[src/include/lfm_params.svh]
// timing, level and channel constants for the led channel fault manager
`ifndef LFM_PARAMS_SVH
`define LFM_PARAMS_SVH
// ****************************************
// channel and timing constants
// ****************************************
`define LFM_NUM_CH           6
`define LFM_TIMEOUT_PWM      3'h6
`define LFM_CLK_MHZ          125
`define LFM_SHORT_MS         31
`define LFM_FAST_TIMEOUT_US  800
// ****************************************
// current scale codes (percent of setting)
// ****************************************
`define LFM_SCALE_FULL       7'h64
`define LFM_SCALE_STEP1      7'h4c
`define LFM_SCALE_STEP2      7'h32
`define LFM_SCALE_STEP3      7'h19
`endif

[src/include/lfm_pkg.sv]
// types shared by the led channel fault manager
package lfm_pkg;
  // ****************************************
  // supervisor states
  // ****************************************
  typedef enum logic [3:0] {
    LFM_IDLE   = 4'b0001,
    LFM_RUN    = 4'b0010,
    LFM_COOL   = 4'b0100,
    LFM_LOCKED = 4'b1000
  } lfm_state_e;
endpackage

[src/include/lfm_ch_if.sv]
// per-channel fault signals between supervisor and channel timers
`timescale 1ns/10ps
interface lfm_ch_if;
  logic pwm_tick;
  logic fast_tick;
  logic clear;
  logic hold;
  logic fast;
  logic sink_high;
  logic below_target;
  logic force_open;
  logic disabled;
  modport sup (output pwm_tick, fast_tick, clear, hold, fast, sink_high, below_target,
               force_open, input disabled);
  modport chan (input pwm_tick, fast_tick, clear, hold, fast, sink_high, below_target,
                force_open, output disabled);
endinterface

[src/lfm_channel.sv]
// fault time-out and latch for one led sink channel
`timescale 1ns/10ps
`include "lfm_params.svh"
module lfm_channel
  import lfm_pkg::*;
(
  // clock and reset
  input wire logic clk,
  input wire logic rstn,
  // supervisor side
  lfm_ch_if.chan   ch
);
  logic       good_q, good_d;
  logic       dis_q, dis_d;
  logic [2:0] cnt_q, cnt_d;
  logic       open_now;
  logic       tick;

  // ****************************************
  // good tracking, time-out and latch
  // ****************************************
  always_comb begin
    good_d   = good_q;
    cnt_d    = cnt_q;
    dis_d    = dis_q;
    open_now = (good_q && ch.below_target) || (ch.force_open && ch.below_target);
    tick     = ch.sink_high ? ch.pwm_tick : (ch.fast ? ch.fast_tick : ch.pwm_tick);
    if (ch.clear) begin
      good_d = 1'b0;
      cnt_d  = 3'h0;
      dis_d  = 1'b0;
    end else if (!dis_q && !ch.hold) begin
      if (!ch.below_target) begin
        good_d = 1'b1;
      end
      if (ch.sink_high || open_now) begin
        if (tick) begin
          if (cnt_q == `LFM_TIMEOUT_PWM - 3'h1) begin
            dis_d = 1'b1;
          end else begin
            cnt_d = cnt_q + 3'h1;
          end
        end
      end else begin
        cnt_d = 3'h0;
      end
    end
  end

  always_ff @(posedge clk or negedge rstn) begin
    if (!rstn) begin
      good_q <= 1'b0;
      cnt_q  <= 3'h0;
      dis_q  <= 1'b0;
    end else begin
      good_q <= good_d;
      cnt_q  <= cnt_d;
      dis_q  <= dis_d;
    end
  end

  assign ch.disabled = dis_q;
endmodule // lfm_channel

[src/lfm_fault_manager.sv]
// fault supervisor for a six-string led sink driver with boost
// Contract
// a shorted channel whose sink voltage stays below 7.5V with no upper trip stays enabled.
// an upper trip turns all channels off until cool, then restarts at 76% and lower each time; the code stays at 25% from the third trip on.
// without an upper trip a channel above 7.5V is disabled after six pwm time-outs.
// an open string drives the output to its limit and is switched off after six time-outs.
// a zener-bypassed open string below 7.5V stays enabled and sets the boost level.
// another channel pushed above 7.5V by a zener-bypassed string goes off after six cycles.
// with the lower trip active, every channel below target current is treated as faulty.
// an upper trip from forward-voltage mismatch also stops boost switching until cooled.
// above the overvoltage threshold every channel below target times out after six cycles.
// a grounded output or switch node shuts the device down for good 31 ms after power-up.
// the overvoltage-sense node falling below 20% of threshold counts as an output short.
// a channel is good once at target; falling below target later starts its time-out.
// above the lower trip the open-channel time-out is shortened.
// trip shutdowns and reduced restarts keep the device active unless the enable drops.
// a channel disabled by time-out stays disabled and latched until reset or re-enable.
`timescale 1ns/10ps
`include "lfm_params.svh"
module lfm_fault_manager
  import lfm_pkg::*;
#(
  parameter int NUM_CH        = `LFM_NUM_CH,
  parameter int SHORT_CYCLES  = `LFM_SHORT_MS * 1000 * `LFM_CLK_MHZ,
  parameter int FAST_CYCLES   = `LFM_FAST_TIMEOUT_US * `LFM_CLK_MHZ / `LFM_TIMEOUT_PWM
) (
  // clock and reset
  input  wire logic              clk,
  input  wire logic              rstn,
  // enable and dimming
  input  wire logic              enable,
  input  wire logic              pwm_cycle,
  // per-channel comparators
  input  wire logic [NUM_CH-1:0] sink_above_limit,
  input  wire logic [NUM_CH-1:0] below_target,
  // die temperature flags
  input  wire logic              temp_lower_trip,
  input  wire logic              temp_upper_trip,
  input  wire logic              temp_cooled,
  // boost monitors
  input  wire logic              output_overvoltage_limit,
  input  wire logic              ovp_node_low,
  input  wire logic              boost_switch_node_short,
  // channel and boost control
  output logic [NUM_CH-1:0]      led_sink_channel_en,
  output logic [NUM_CH-1:0]      channel_fault,
  output logic                   boost_run,
  output logic [6:0]             current_scale,
  output logic                   thermal_shutdown,
  output logic                   short_shutdown,
  output logic                   active
);
  // ****************************************
  // input synchronisers
  // ****************************************
  localparam int NS = 2 * NUM_CH + 7;
  logic [NS-1:0] s1_q, s2_q;
  logic [NS-1:0] raw;
  assign raw = {sink_above_limit, below_target, enable, pwm_cycle, temp_lower_trip,
                temp_upper_trip, temp_cooled, output_overvoltage_limit,
                ovp_node_low | boost_switch_node_short};
  always_ff @(posedge clk or negedge rstn) begin
    if (!rstn) begin
      s1_q <= '0;
      s2_q <= '0;
    end else begin
      s1_q <= raw;
      s2_q <= s1_q;
    end
  end
  logic [NUM_CH-1:0] sink_s, below_s;
  logic              en_s, pwm_s, tlo_s, thi_s, tcool_s, ovl_s, short_s;
  assign {sink_s, below_s, en_s, pwm_s, tlo_s, thi_s, tcool_s, ovl_s, short_s} = s2_q;

  // ****************************************
  // pwm edge and fast time-out divider
  // ****************************************
  logic        pwm_prev_q, pwm_prev_d;
  logic [31:0] fdiv_q, fdiv_d;
  logic        pwm_tick, fast_tick;
  always_comb begin
    pwm_prev_d = pwm_s;
    pwm_tick   = pwm_s && !pwm_prev_q;
    fast_tick  = (fdiv_q == 32'(FAST_CYCLES - 1));
    fdiv_d     = (fast_tick || !tlo_s) ? 32'h0000_0000 : fdiv_q + 32'h0000_0001;
  end
  always_ff @(posedge clk or negedge rstn) begin
    if (!rstn) begin
      pwm_prev_q <= 1'b0;
      fdiv_q     <= 32'h0000_0000;
    end else begin
      pwm_prev_q <= pwm_prev_d;
      fdiv_q     <= fdiv_d;
    end
  end

  // ****************************************
  // supervisor state machine
  // ****************************************
  lfm_state_e  st_q, st_d;
  logic [1:0]  step_q, step_d;
  logic [31:0] up_q, up_d;
  logic        armed_q, armed_d;
  logic        clear_ch;
  always_comb begin
    st_d     = st_q;
    step_d   = step_q;
    up_d     = up_q;
    armed_d  = armed_q;
    clear_ch = 1'b0;
    if (up_q != 32'(SHORT_CYCLES)) begin
      up_d = up_q + 32'h0000_0001;
    end
    if (up_q == 32'(SHORT_CYCLES)) begin
      armed_d = 1'b1;
    end
    case (st_q)
      LFM_IDLE: begin
        clear_ch = 1'b1;
        step_d   = 2'h0;
        if (en_s) begin
          st_d = LFM_RUN;
        end
      end
      LFM_RUN: begin
        if (short_s && armed_q) begin
          st_d = LFM_LOCKED;
        end else if (!en_s) begin
          st_d = LFM_IDLE;
        end else if (thi_s) begin
          st_d = LFM_COOL;
          if (step_q != 2'h3) begin
            step_d = step_q + 2'h1;
          end
        end
      end
      LFM_COOL: begin
        if (short_s && armed_q) begin
          st_d = LFM_LOCKED;
        end else if (!en_s) begin
          st_d = LFM_IDLE;
        end else if (tcool_s && !thi_s) begin
          st_d = LFM_RUN;
        end
      end
      LFM_LOCKED: begin
        st_d = LFM_LOCKED;
      end
      default: begin
        st_d = LFM_IDLE;
      end
    endcase
  end
  always_ff @(posedge clk or negedge rstn) begin
    if (!rstn) begin
      st_q    <= LFM_IDLE;
      step_q  <= 2'h0;
      up_q    <= 32'h0000_0000;
      armed_q <= 1'b0;
    end else begin
      st_q    <= st_d;
      step_q  <= step_d;
      up_q    <= up_d;
      armed_q <= armed_d;
    end
  end

  // ****************************************
  // channel timers
  // ****************************************
  logic [NUM_CH-1:0] dis;
  genvar gi;
  generate
    for (gi = 0; gi < NUM_CH; gi++) begin : g_ch
      lfm_ch_if chi ();
      assign chi.pwm_tick     = pwm_tick;
      assign chi.fast_tick    = fast_tick;
      assign chi.clear        = clear_ch;
      assign chi.hold         = (st_q != LFM_RUN);
      assign chi.fast         = tlo_s;
      assign chi.sink_high    = sink_s[gi] && !thi_s;
      assign chi.below_target = below_s[gi];
      assign chi.force_open   = ovl_s || tlo_s;
      assign dis[gi]          = chi.disabled;
      lfm_channel u_ch (
        .clk  (clk),
        .rstn (rstn),
        .ch   (chi.chan)
      );
    end
  endgenerate

  // ****************************************
  // registered outputs
  // ****************************************
  logic [NUM_CH-1:0] en_d, flt_d;
  logic [6:0]        scale_d;
  logic              boost_d, therm_d, short_d, act_d;
  always_comb begin
    flt_d   = dis;
    en_d    = (st_q == LFM_RUN) ? ~dis : '0;
    boost_d = (st_q == LFM_RUN);
    therm_d = (st_q == LFM_COOL);
    short_d = (st_q == LFM_LOCKED);
    act_d   = (st_q == LFM_RUN) || (st_q == LFM_COOL);
    case (step_q)
      2'h0:    scale_d = `LFM_SCALE_FULL;
      2'h1:    scale_d = `LFM_SCALE_STEP1;
      2'h2:    scale_d = `LFM_SCALE_STEP2;
      default: scale_d = `LFM_SCALE_STEP3;
    endcase
  end
  always_ff @(posedge clk or negedge rstn) begin
    if (!rstn) begin
      led_sink_channel_en <= '0;
      channel_fault       <= '0;
      boost_run           <= 1'b0;
      current_scale       <= `LFM_SCALE_FULL;
      thermal_shutdown    <= 1'b0;
      short_shutdown      <= 1'b0;
      active              <= 1'b0;
    end else begin
      led_sink_channel_en <= en_d;
      channel_fault       <= flt_d;
      boost_run           <= boost_d;
      current_scale       <= scale_d;
      thermal_shutdown    <= therm_d;
      short_shutdown      <= short_d;
      active              <= act_d;
    end
  end
endmodule // lfm_fault_manager

[config.mk]
export PLATFORM = sky130hd
export DESIGN_NAME = lfm_fault_manager
export DESIGN_NICKNAME = d
export VERILOG_FILES = /design/src/include/lfm_pkg.sv /design/src/include/lfm_ch_if.sv /design/src/lfm_channel.sv /design/src/lfm_fault_manager.sv
export VERILOG_INCLUDE_DIRS = /design/src /design/src/include
export SDC_FILE = /design/constraint.sdc
export NUM_CORES = 1
export LEC_CHECK = 0
export BUFFER_PORTS_ARGS = -buffer_cell sky130_fd_sc_hd__buf_4
export CAP_MARGIN = 10
export CORE_UTILIZATION = 55
export CTS_CLUSTER_DIAMETER = 40
export DETAILED_ROUTE_END_ITERATION = 8
export PLACE_DENSITY = 0.76
export SLEW_MARGIN = 20
export SYNTH_ARGS = -nofsm -noshare
export SYNTH_HDL_FRONTEND = slang
export SYNTH_SLANG_ARGS = --single-unit
[constraint.sdc]
create_clock -name clk -period 2 [get_ports clk]
set_clock_uncertainty 0.15 [all_clocks]
set_input_delay 0.4 -clock clk [delete_from_list [all_inputs] [get_ports clk]]
set_output_delay 0.4 -clock clk [all_outputs]
set_load 0.02 [all_outputs]
* Yosys cells after proc, flatten, opt, wreduce, memory -nomap -nowiden
Index checks and enable logic that the tools add are counted.
** Cells by class
- Mux-type cells :: 102
- Add/subtract/negate cells :: 9
- Reductions and logical operators :: 98
- Equal/unequal tests :: 42
- Bitwise operators :: 2
** Operators by type and width (count)
- 3-bit 2-to-1 mux :: 30
- 32-bit by 1-bit adder with 32-bit output (second input constant) :: 2
- 1-bit 2-to-1 mux :: 56
- 2-bit nonzero test :: 25
- 32-bit by 15-bit equality test with 1-bit output (second input constant) :: 1
- 32-bit by 22-bit equality test with 1-bit output (second input constant) :: 1
- 32-bit 2-to-1 mux :: 1
- 32-bit by 22-bit inequality test with 1-bit output (second input constant) :: 1
- 4-bit 2-to-1 mux :: 7
- 1-bit logical AND :: 27
- 4-bit AND reduction :: 6
- 7-bit case mux with 3 select lines :: 1
- 3-bit AND reduction :: 7
- 3-bit by 1-bit adder with 3-bit output (second input constant) :: 6
- 3-bit equality test (second input constant) :: 6
- 3-bit by 2-bit inequality test with 1-bit output (second input constant) :: 6
- 3-bit inequality test (second input constant) :: 6
- 4-bit case mux with 4 select lines :: 1
- 1-bit logical OR :: 15
- 2-bit by 1-bit inequality test with 1-bit output (second input constant) :: 7
- 2-bit AND reduction :: 6
- 1-bit zero test :: 10
- 2-bit inequality test (second input constant) :: 5
- 2-bit 2-to-1 mux :: 4
- 15 further kinds :: 16
** Word-level totals
- Bits of input ports :: 22
- Register bits after elaboration :: 163
- Output and inout bits :: 23
- Logic and storage cells :: 286

* Logic depth before layout (Yosys ltp)
Gate-level depths: netlist of run 1.
- Depth in word-level cells :: 8
- Depth in mapped cells :: 8
- Depth with buffers taken out :: 7

* Modules after synthesis
From an unflattened synthesis of run 1, not the netlist that was laid out.
** Second synthesis, totals
- Cell total of the unflattened synthesis :: 676
- Area, all modules :: 7445.9 um^2
** Modules (own cells, without submodules)
- lfm_fault_manager :: seq. area each 3306.9 um^2, instances 1, area each 5426.5 um^2, cells an instance 466
- lfm_channel :: seq. area each 125.1 um^2, instances 6, area each 336.6 um^2, cells an instance 35

* Worst setup path before layout of run 1
OpenSTA, ideal clock, no wires.
- Kind :: register to register
- From :: register fdiv_q[1]
- To :: register g_ch[1].u_ch.cnt_q[0]
- Period minus slack after synthesis :: 2043 ps
- Arrival time :: 1758 ps
- Data required time :: 1715 ps
- Setup time :: 135 ps
- Setup slack :: -43 ps
- Buffers on the path :: 1
- Cell stages (with the launch flop) :: 9
- Cell sequence :: dfrtp_1 inv_1 ha_1 nor4b_4 nand4_4 or2_4 buf_6 o311ai_0 o21ai_1
** Between the ends
- Cells in the longest elaborated chain, start to end :: 5
** RTL lines
- start: declaration :: RTL line lfm_fault_manager.sv:79 : logic [31:0] fdiv_q, fdiv_d;
- start signal: assignment :: RTL line lfm_fault_manager.sv:93 : fdiv_q <= fdiv_d;
- 32-bit by 15-bit equality test with 1-bit output :: RTL line lfm_fault_manager.sv:84 : fast_tick = (fdiv_q == 32'(FAST_CYCLES - 1));
- 1-bit 2-to-1 mux (2 in series) :: RTL line lfm_channel.sv:27 : tick = ch.sink_high ? ch.pwm_tick : (ch.fast ? ch.fast_tick : ch.pwm_tick);
- 3-bit by 2-bit inequality test with 1-bit output (no source line)
- 3-bit AND reduction (no source line)
- end signal: assignment :: RTL line lfm_channel.sv:57 : cnt_q <= cnt_d;
- end: declaration :: RTL line lfm_channel.sv:15 : logic [2:0] cnt_q, cnt_d;
Every way passes these cells.
A chain may end at the register's enable or synchronous reset.

* Worst setup path after layout of run 1
- From :: register fdiv_q[26]
- To :: register g_ch[4].u_ch.cnt_q[2]
** Between the ends
- Cells in the longest elaborated chain, start to end :: 5
** RTL lines (RTL line)
- 32-bit by 15-bit equality test with 1-bit output :: lfm_fault_manager.sv:84
- 1-bit 2-to-1 mux (2 in series) :: lfm_channel.sv:27
- 3-bit by 2-bit inequality test with 1-bit output (no source line)
- 3-bit AND reduction (no source line)
- end signal: assignment :: lfm_channel.sv:57
- end: declaration :: lfm_channel.sv:15
Every way passes these cells.

==> results of run 1 <==
-- per-stage QoR --
stage	hold slack [ns]	TNS (ns)	instances	total power, mW	setup slack, ns
after CTS	0.2000	-5.260	1002	7.733	-0.1363
final	0.1986	-5.317	1008	7.729	-0.1813
after floorplan	-0.04559	-0.09445	669	3.982	-0.01922
after global placement	0.1489	-2.872	941	4.335	-0.09711
after global routing	0.2039	-9.027	1008	7.988	-0.2421
after detailed placement	0.1481	-6.645	941	4.367	-0.2680
-- flip-flops by register name, summed over array words and instances (netlist names) --
register,flops
current_scale,6
g_ch.u_ch.good_q,6
boost_run,1
armed_q,1
g_ch.u_ch.cnt_q,18
s1_q,19
fdiv_q,32
st_q,4
thermal_shutdown,1
s2_q,19
active,1
led_sink_channel_en,6
g_ch.u_ch.ch.disabled,6
short_shutdown,1
pwm_prev_q,1
step_q,2
up_q,32
channel_fault,6
-- report_power, final --
group	leakage [nW]	switching, mW	internal, mW
registers	2.13	0.0720	3.39
logic	1.97	0.597	0.384
clock network	0.287	1.41	1.88
total	4.39	2.08	5.65
-- cell families after synthesis --
logic type	share of synthesized area (%)
AO/OA/AOI/OAI	11.89
AND/OR/NAND/NOR	20.21
XOR/XNOR	6.432
flip-flops	55.18
buffers and inverters	2.552
multiplexers	0.1531
adder cells (fa/ha/maj)	3.573
-- timing repair --
action | 4_1_cts | 5_1_grt
pin swaps | 14 | 21
setup endpoints to repair | 55 | 60
gates resized for setup | 25 | 20
setup buffers | 6 | 6
endpoints found under the hold margin | 79 | 0
hold buffers | 21 | 0
cloned | 2 | 0
-- how the worst max path moves through the flow --
stage	startpoint	to	slack [ns]	cells after the start
after global placement	fdiv_q[1]	g_ch[4].u_ch.ch.disabled	-0.1	7
after global routing	fdiv_q[26]	g_ch[3].u_ch.cnt_q[1]	-0.24	8
after floorplan	fdiv_q[26]	g_ch[1].u_ch.cnt_q[0]	-0.02	6
final	fdiv_q[26]	g_ch[4].u_ch.cnt_q[2]	-0.18	6
after detailed placement	fdiv_q[1]	g_ch[4].u_ch.cnt_q[2]	-0.27	7
after CTS	fdiv_q[23]	g_ch[2].u_ch.cnt_q[0]	-0.14	6
-- per-layer routing --
layer | track usage (%) | vias to the layer above
li1 | - | 2725
met3 | 5.959 | 50
met2 | 45.37 | 188
met4 | 13.30 | 0
met5 | 0 | -
met1 | 33.02 | 2926
-- cells in the mapped netlist (all sizes together), types with 8 or more instances --
master / instances / share of area (%)
buf: 9 / 0.71
clkbuf: 13 / 0.66
inv: 23 / 1.2
nor4: 12 / 1.4
ha: 21 / 3.6
a21oi: 11 / 0.75
nor3: 11 / 0.90
o21a: 11 / 1.1
o311ai: 10 / 1.3
nor4b: 10 / 1.6
xnor2: 30 / 3.6
o31ai: 12 / 1.2
nand4: 25 / 2.4
dfrtp: 159 / 54
or3: 8 / 0.68
o21ai: 36 / 2.5
nand2b: 9 / 0.77
and3: 14 / 1.2
xor2: 24 / 2.9
nand3: 37 / 2.7
nand2: 50 / 2.6
nor2: 58 / 3.0
-- worst max-delay path, stage by stage, from the launching register on --
cell and delay, ns:
dfrtp_1 0.41, nor4_4 0.35, nand4_2 0.21, buf_4 0.19, or2_4 0.30, o21a_1 0.23
o41ai_2 0.24
-- placed cells by master (no fill, tap or decap), drive strengths merged, types with 6 or more instances in the layout --
cell type    count
or2              6
dlygate4sd3     21
buf            135
inv             29
o31ai           12
xnor2           30
dfrtp          159
nand3           37
clkbuf          18
ha              21
or3              8
nor3            11
nor4            12
and3            14
o21ai           36
o21a            11
xor2            24
nand2           50
nor4b           10
nor2b            7
a21oi           11
o311ai          10
nor2            58
nand2b           9
nand4           25
-- area by class of cell --
| cell class | count | area share, % |
|---|---|---|
| Multi-Input combinational cell | 463 | 34.54 |
| Tap cell | 172 | 2.240 |
| Clock inverter | 14 | 1.797 |
| Clock buffer | 18 | 4.467 |
| Sequential cell | 162 | 42.27 |
| Timing Repair Buffer | 156 | 13.79 |
| Inverter | 23 | 0.8986 |
==> summary by stage, run 1 <==
Run status
The flow ran to the end, but the final reports show violations. The checks that failed: negative setup slack.

Global routing
The initial antenna violation count came to 0. The first-pass GRT wire length is 29390 um. For this run, the total global-route usage over all layers was measured as around 27%. For this run the aggregate overflow at the end of global routing stands at 0. The via count of the first global-routing pass came to 5948. The pin count of the biggest net entering global routing is approximately 50.

Cells and area
The relative area change from synthesis to final layout is 30.66%. The total non-filler cell area in the finished layout is 9608 um^2. The post-route netlist has 25.84% of its cells at a drive strength greater than 1. Across the whole layout, storage elements account for between 4000 and 5000 um^2. The antenna cell count is 0. After filler insertion, the fill cell instance count of the layout stands at 829. The end-of-flow core utilization is 74.92%. The multi-input combinational cells in the finished layout cover a total of 3318 um^2.

The final net count is 866.

Worst setup path
The end of the worst register-to-register path is g_ch[4].u_ch.cnt_q[2]. The required time at the endpoint of the critical path is between 2 and 2.5 ns. In this run the critical register-to-register path is launched from fdiv_q[26]. The worst setup path is launched from a register. The critical path class is reg2reg. The critical path capture point type is a register.

The flop-to-flop setup slack is -0.18 ns. Of all nets on the critical path, the largest fanout is 7. The worst path arrival time is 2.36 ns. For the worst flop-to-flop path, the logic depth is 6.

Timing
Setup violations remaining at the end of the flow were counted as 55. After layout, the minimum clock period comes to around 2.2 ns. Setup repair after global routing could not meet its margin everywhere. The post-layout worst setup margin is -0.1813 ns.

The number of slew-limit violations in the final report is 0. The final-report hold violation count was 0. The worst-case headroom to the max-slew limit is a little under three fifths.

For the pin with the worst max-slew slack, the measured transition is 0.6670 ns. Dividing the final minimum period by the clock period gives 109.1%. The achievable clock frequency is 0.4584 GHz.

Route
The first-iteration detailed-routing DRC count is 602. The via total after detailed routing is 5889. The highest metal layer carrying signal wires in the routed design is met4. In the detailed route, the total length drawn on met3 is roughly 800 um. The total length of routed wires is 18050 um. The routed metal-1 wire length is 7436 um. The total iterations of the first detailed-routing run is 5. In this run the remaining antenna-violating nets after routing total 0. The routed length per placed instance is 17.90 um.

The number of vias per cell is approximately 5.8. In the detailed route, the total length drawn on met2 is around 9000 um. The number of remaining DRC errors is 0.

Synth
The number of warnings issued by yosys is 0. The count of flip-flops with a built-in enable after synthesis is 0. The predominant post-synthesis flop cell is dfrtp_1. The number of distinct library cell variants in the gate-level netlist after synthesis is 68. The synthesized flop and latch total is 162. Counting every instance in the synthesized netlist gives 669. The average size of a mapped cell is 10.99 um^2. When the netlist entered floorplanning its net count stood at 712. Sequential elements use 55.18% of the synthesized area. The share of flip-flops with an asynchronous set or reset is 100.0%. The synthesized area is 7353 um^2.

Die
The site row count is 41. The core region is 12820 um^2. The die width is 117.6 um. The die covers 13840 um^2. The total I/O pin count is 45. From bottom edge to top edge, the die measures approximately 120 um. The initial utilization of the core area, before any placement, comes to 57.34%.

Placement
After detailed placement, the total cell area comes to 8468 um^2. The detailed placement HPWL is 11420 um. Buffers placed on the I/O ports in this run total 44. At the end of routability-driven placement, the weighted congestion stood at 0.9131.

Power
Across the VDD grid, the largest voltage drop is 0.6000 mV. The power density over the cells is ~800 nW/um^2. For this design the static power due to leakage is around 4.4 nW.

Clock tree
The number of H-tree branching levels is 4. Clock-pin slew was measured on the worst setup and hold paths at 0.07 ns. Clock latency on the worst-skew pair, taken at its later pin, is roughly 0.44 ns. In this run the deepest clock path goes through 2 buffers. In this run, CTS created clock tree buffers numbering 17. The clock sink total is 162. The CTS tree is done. The cell at the root of the clock tree is clkbuf_16.

Flow run
The tool flagged a number of max-cap violations equal to 0.

Min path
The endpoint with the worst hold slack is s2_q[4]. In this run the most critical hold path is launched from s1_q[4]. The tightest min-delay check is of the reg2reg type. Counting instances, the worst hold path has a depth of 0.
Power figures use the tool's default switching activity.
==> inputs of run 2 (changes only) <==
ABC_AREA = 1   (was not set)
==> run 2 against run 1 <==
  * The flow now finishes without violations
  * Die area up 2.5%
  * Setup slack better by 0.29 ns
  * Power up 16%
  * Design area down 1.9%
  * Clock-buffer cell count up 1
  * Clock power down 1%
  * Via count up 0.66%
==> summary by stage, run 2 <==
Run status
The flow ran to the end, and the final reports show no timing, DRC or antenna violations.

Cells and area
The count of filler cells inserted in the layout is 931. Of the cells placed in the final design, the portion with a size suffix greater than 1 is 21.68%. In the final design database the tool counted 985 nets. The area growth from synthesis to layout is 24.93%.

Summing all multi-input logic gate instances after layout gives 3157 um^2. The antenna cell count is 0. The end-of-flow core utilization is a little over 70%. After routing the design area is 9424 um^2. The finished layout holds 1131 standard cells, fillers aside. Leaving out fill and tap cells, the most frequent cells in the layout are 170 x nand2_1, 159 x dfrtp_1, 94 x nor2_1. In the final layout, the registers with the most flip-flops are fdiv_q (32), up_q (32). The most common library cell in the layout ignoring fill and taps is nand2_1. In the final layout, flip-flops and latches occupy 4058 um^2.

Die
The initial utilization of the core area, before any placement, comes to 56.74%. The floorplan step defined a core boundary enclosing about 13000 um^2. Pin placement for this block handled 45 I/O pins.

The die extent in y is 119.1 um. The die width is 119.1 um. The site row count is 42. The area of the die is 14190 um^2.

Synth
Sorting the synthesized cells by area gives the leading types as dfrtp_1 53%, nand2_1 8.6%, nor2_1 4.8%. The number of nets handed over by synthesis was 856. Of all cell types, the one taking the most synthesized area is dfrtp_1. Synthesis instantiated 46 different standard cells from the library.

The top cell type by area accounts for a little over half of the synthesized area. In the synthesized netlist the dominant register cell turns out to be dfrtp_1. The number of cells produced by synthesis is between 800 and 900. For this run, asynchronously set or reset flops after synthesis account for 100.0%. The synthesized area is 7543 um^2. The count of flip-flops with a built-in enable after synthesis is 0. The number of warnings issued by yosys is 0.

Ranked by instance count, the synthesized netlist is headed by 172 x nand2_1, 159 x dfrtp_1, 97 x nor2_1. The sequential cell area fraction in the yosys report is 53.79%. Averaged over all synthesized cells, the footprint is 9.279 um^2. Yosys instantiated no cell more often than nand2_1. The synthesized flop and latch total is 162.

Timing
The clock period minus final worst setup slack is 1.892 ns. In the finished design, the share of the clock period the worst path needs comes to 94.60%. The final-report hold violation count is 0. Setup repair after global routing could not meet its margin everywhere.

The setup violation total in the final timing report is 0. The achievable clock frequency is 0.5286 GHz. The number of slew-limit violations in the final report was 0. Headroom to the max-slew limit came out at 73.00%. At the pin with the least slew margin, the transition time is 0.4051 ns.

Power
The worst vdd rail ir drop is a little under 0.8 mV. The reported leakage power is roughly 4.6 nW. In this run the power density over the cells is 950.2 nW/um^2.

Min path
The source of the worst hold timing path is boost_switch_node_short. The worst hold-check path type is in2reg.

Placement
In this run the cell area measured after placement is 8474 um^2. Counting tap cells, the placed design contains a total of 1074 instances. The congestion estimate from routability-driven global placement came to 0.8706. The count of buffers added on input and output ports is 44.

The detailed placement HPWL is about 10000 um.

Route
The via total after detailed routing is approximately 5900. The total iterations of the first detailed-routing run is 5. The routed length per placed instance is about 14 um. In this run the remaining antenna-violating nets after routing total 0. The number of remaining DRC errors is 0. Using the TritonRoute via totals, the vias-per-cell ratio works out to 5.241. After detailed routing, the total wire length is 15930 um. The first-iteration detailed-routing DRC count is 417.

Worst setup path
The required time at the endpoint of the critical path is 2.17 ns. For flop-to-flop paths, the worst setup slack is roughly 0.11 ns. The launching element type of the critical path is a register. The critical path class is reg2reg. The critical path capture point type is a register. The launching instance or port of the critical path is fdiv_q[9]. In this run the worst path has a maximum fanout of 7.

Data arrives at the worst endpoint at roughly 2.1 ns. The worst reg2reg path startpoint is fdiv_q[9].

Global routing
The via count of the first global-routing pass is 5899. Entering global routing, the biggest net connects 39 pins. The first global-routing pass estimated 26890 um of wire. In the global route stage, overall resource usage came out at around a quarter. Global routing finished with a remaining overflow of 0. The initial antenna violation count is 0.

Clock tree
The cell at the root of the clock tree is clkbuf_16. Clock-pin slew was measured on the worst setup and hold paths at 0.06 ns. TritonCTS built the clock tree. The worst-skew pair later-pin latency is 0.43 ns. No sink is reached through more buffers than the 2 on the longest clock path.

The H-tree was split into 4 levels. The clock drives 162 sinks. Counting the buffers created by CTS gives 17.

Flow run
The reported max-cap violation count is 0.
==> run 2: cell count changes after synthesis, sizes merged, moves of 14 or more <==
cell | previous run | this run
and3 | 14 | 0
inv | 23 | 101
nand2 | 50 | 175
nor2 | 58 | 106
nor3 | 11 | 44
o21ai | 36 | 14
xnor2 | 30 | 13
xor2 | 24 | 38
==> run 2: power by group <==
part / switching (mW) / internal [mW] / total (mW)
Clock: 1.36 / 1.89 / 3.25
Sequential: 0.193 / 3.60 / 3.79
Combinational: 1.21 / 0.706 / 1.91
==> run 2: cells by family (layout without fill, tap and decap cells) <==
logic type	after synthesis	after routing	synth area share [%]
simple gates	424	424	27.43
buf+inv	113	255	5.855
fa+ha+maj	21	21	3.483
mux	1	1	0.1493
flops	162	162	53.79
xor+xnor	51	51	5.921
compound gates	41	41	3.367
==> run 2: layout make-up <==
class / instances / share of cell area (%)
clock buffer: 19 / 4.700
clock inverter: 13 / 1.580
inverter: 104 / 4.169
multi-input combinational: 538 / 33.50
sequential: 162 / 43.06
tap: 176 / 2.337
timing repair buffer: 119 / 10.66
==> run 2: repair_timing <==
action                                  in CTS  in global routing
endpoints found under the hold margin       50                  0
endpoints found under the setup margin       6                 49
pin swaps                                    0                  5
buffers inserted                             0                  5
resized for setup                            2                 23
hold buffers                                20                  0
==> run 2: path summary, 6_finish.rpt <==
kind	end	cells after the start
setup / recovery	g_ch[3].u_ch.cnt_q[1]	12
hold / removal	s1_q[0]	2
setup reg to reg	g_ch[3].u_ch.cnt_q[1]	12
hold reg to reg	s2_q[0]	0
max in group asynchronous	current_scale[5]	3
min in group asynchronous	g_ch[2].u_ch.cnt_q[2]	2
==> run 2: worst max-delay path, stage by stage (launching register included) <==
cell and delay, ns:
dfrtp_1 0.39, inv_2 0.10, nand2_1 0.05, nor2_1 0.13, nand2_1 0.08, nor2_1 0.13, nand2_1 0.12, nand2_4 0.17
nand3_2 0.12, nand3_4 0.12, nand3_2 0.09, nand2_1 0.08, nand2_1 0.05
==> run 2: layer usage <==
layer	wire [um]	up-vias	GRT usage, %
li1	-	2869	-
met1	7007	2878	30.90
met2	7923	140	39.32
met3	570	41	4.981
met4	429	0	11.71
met5	0	-	0
==> run 2: metrics by stage <==
stage	total power [mW]	worst slack, ns	hold slack, ns	setup TNS (ns)
detailed placement	5.638	-0.02621	0.1847	-0.04460
global route	9.373	-0.08962	0.002332	-0.3710
global placement	5.591	0.02390	0.1811	0
finish	8.955	0.1081	0.008424	0
floorplan	5.028	0.2302	-0.04559	0
CTS	8.926	0.04876	0.002829	0
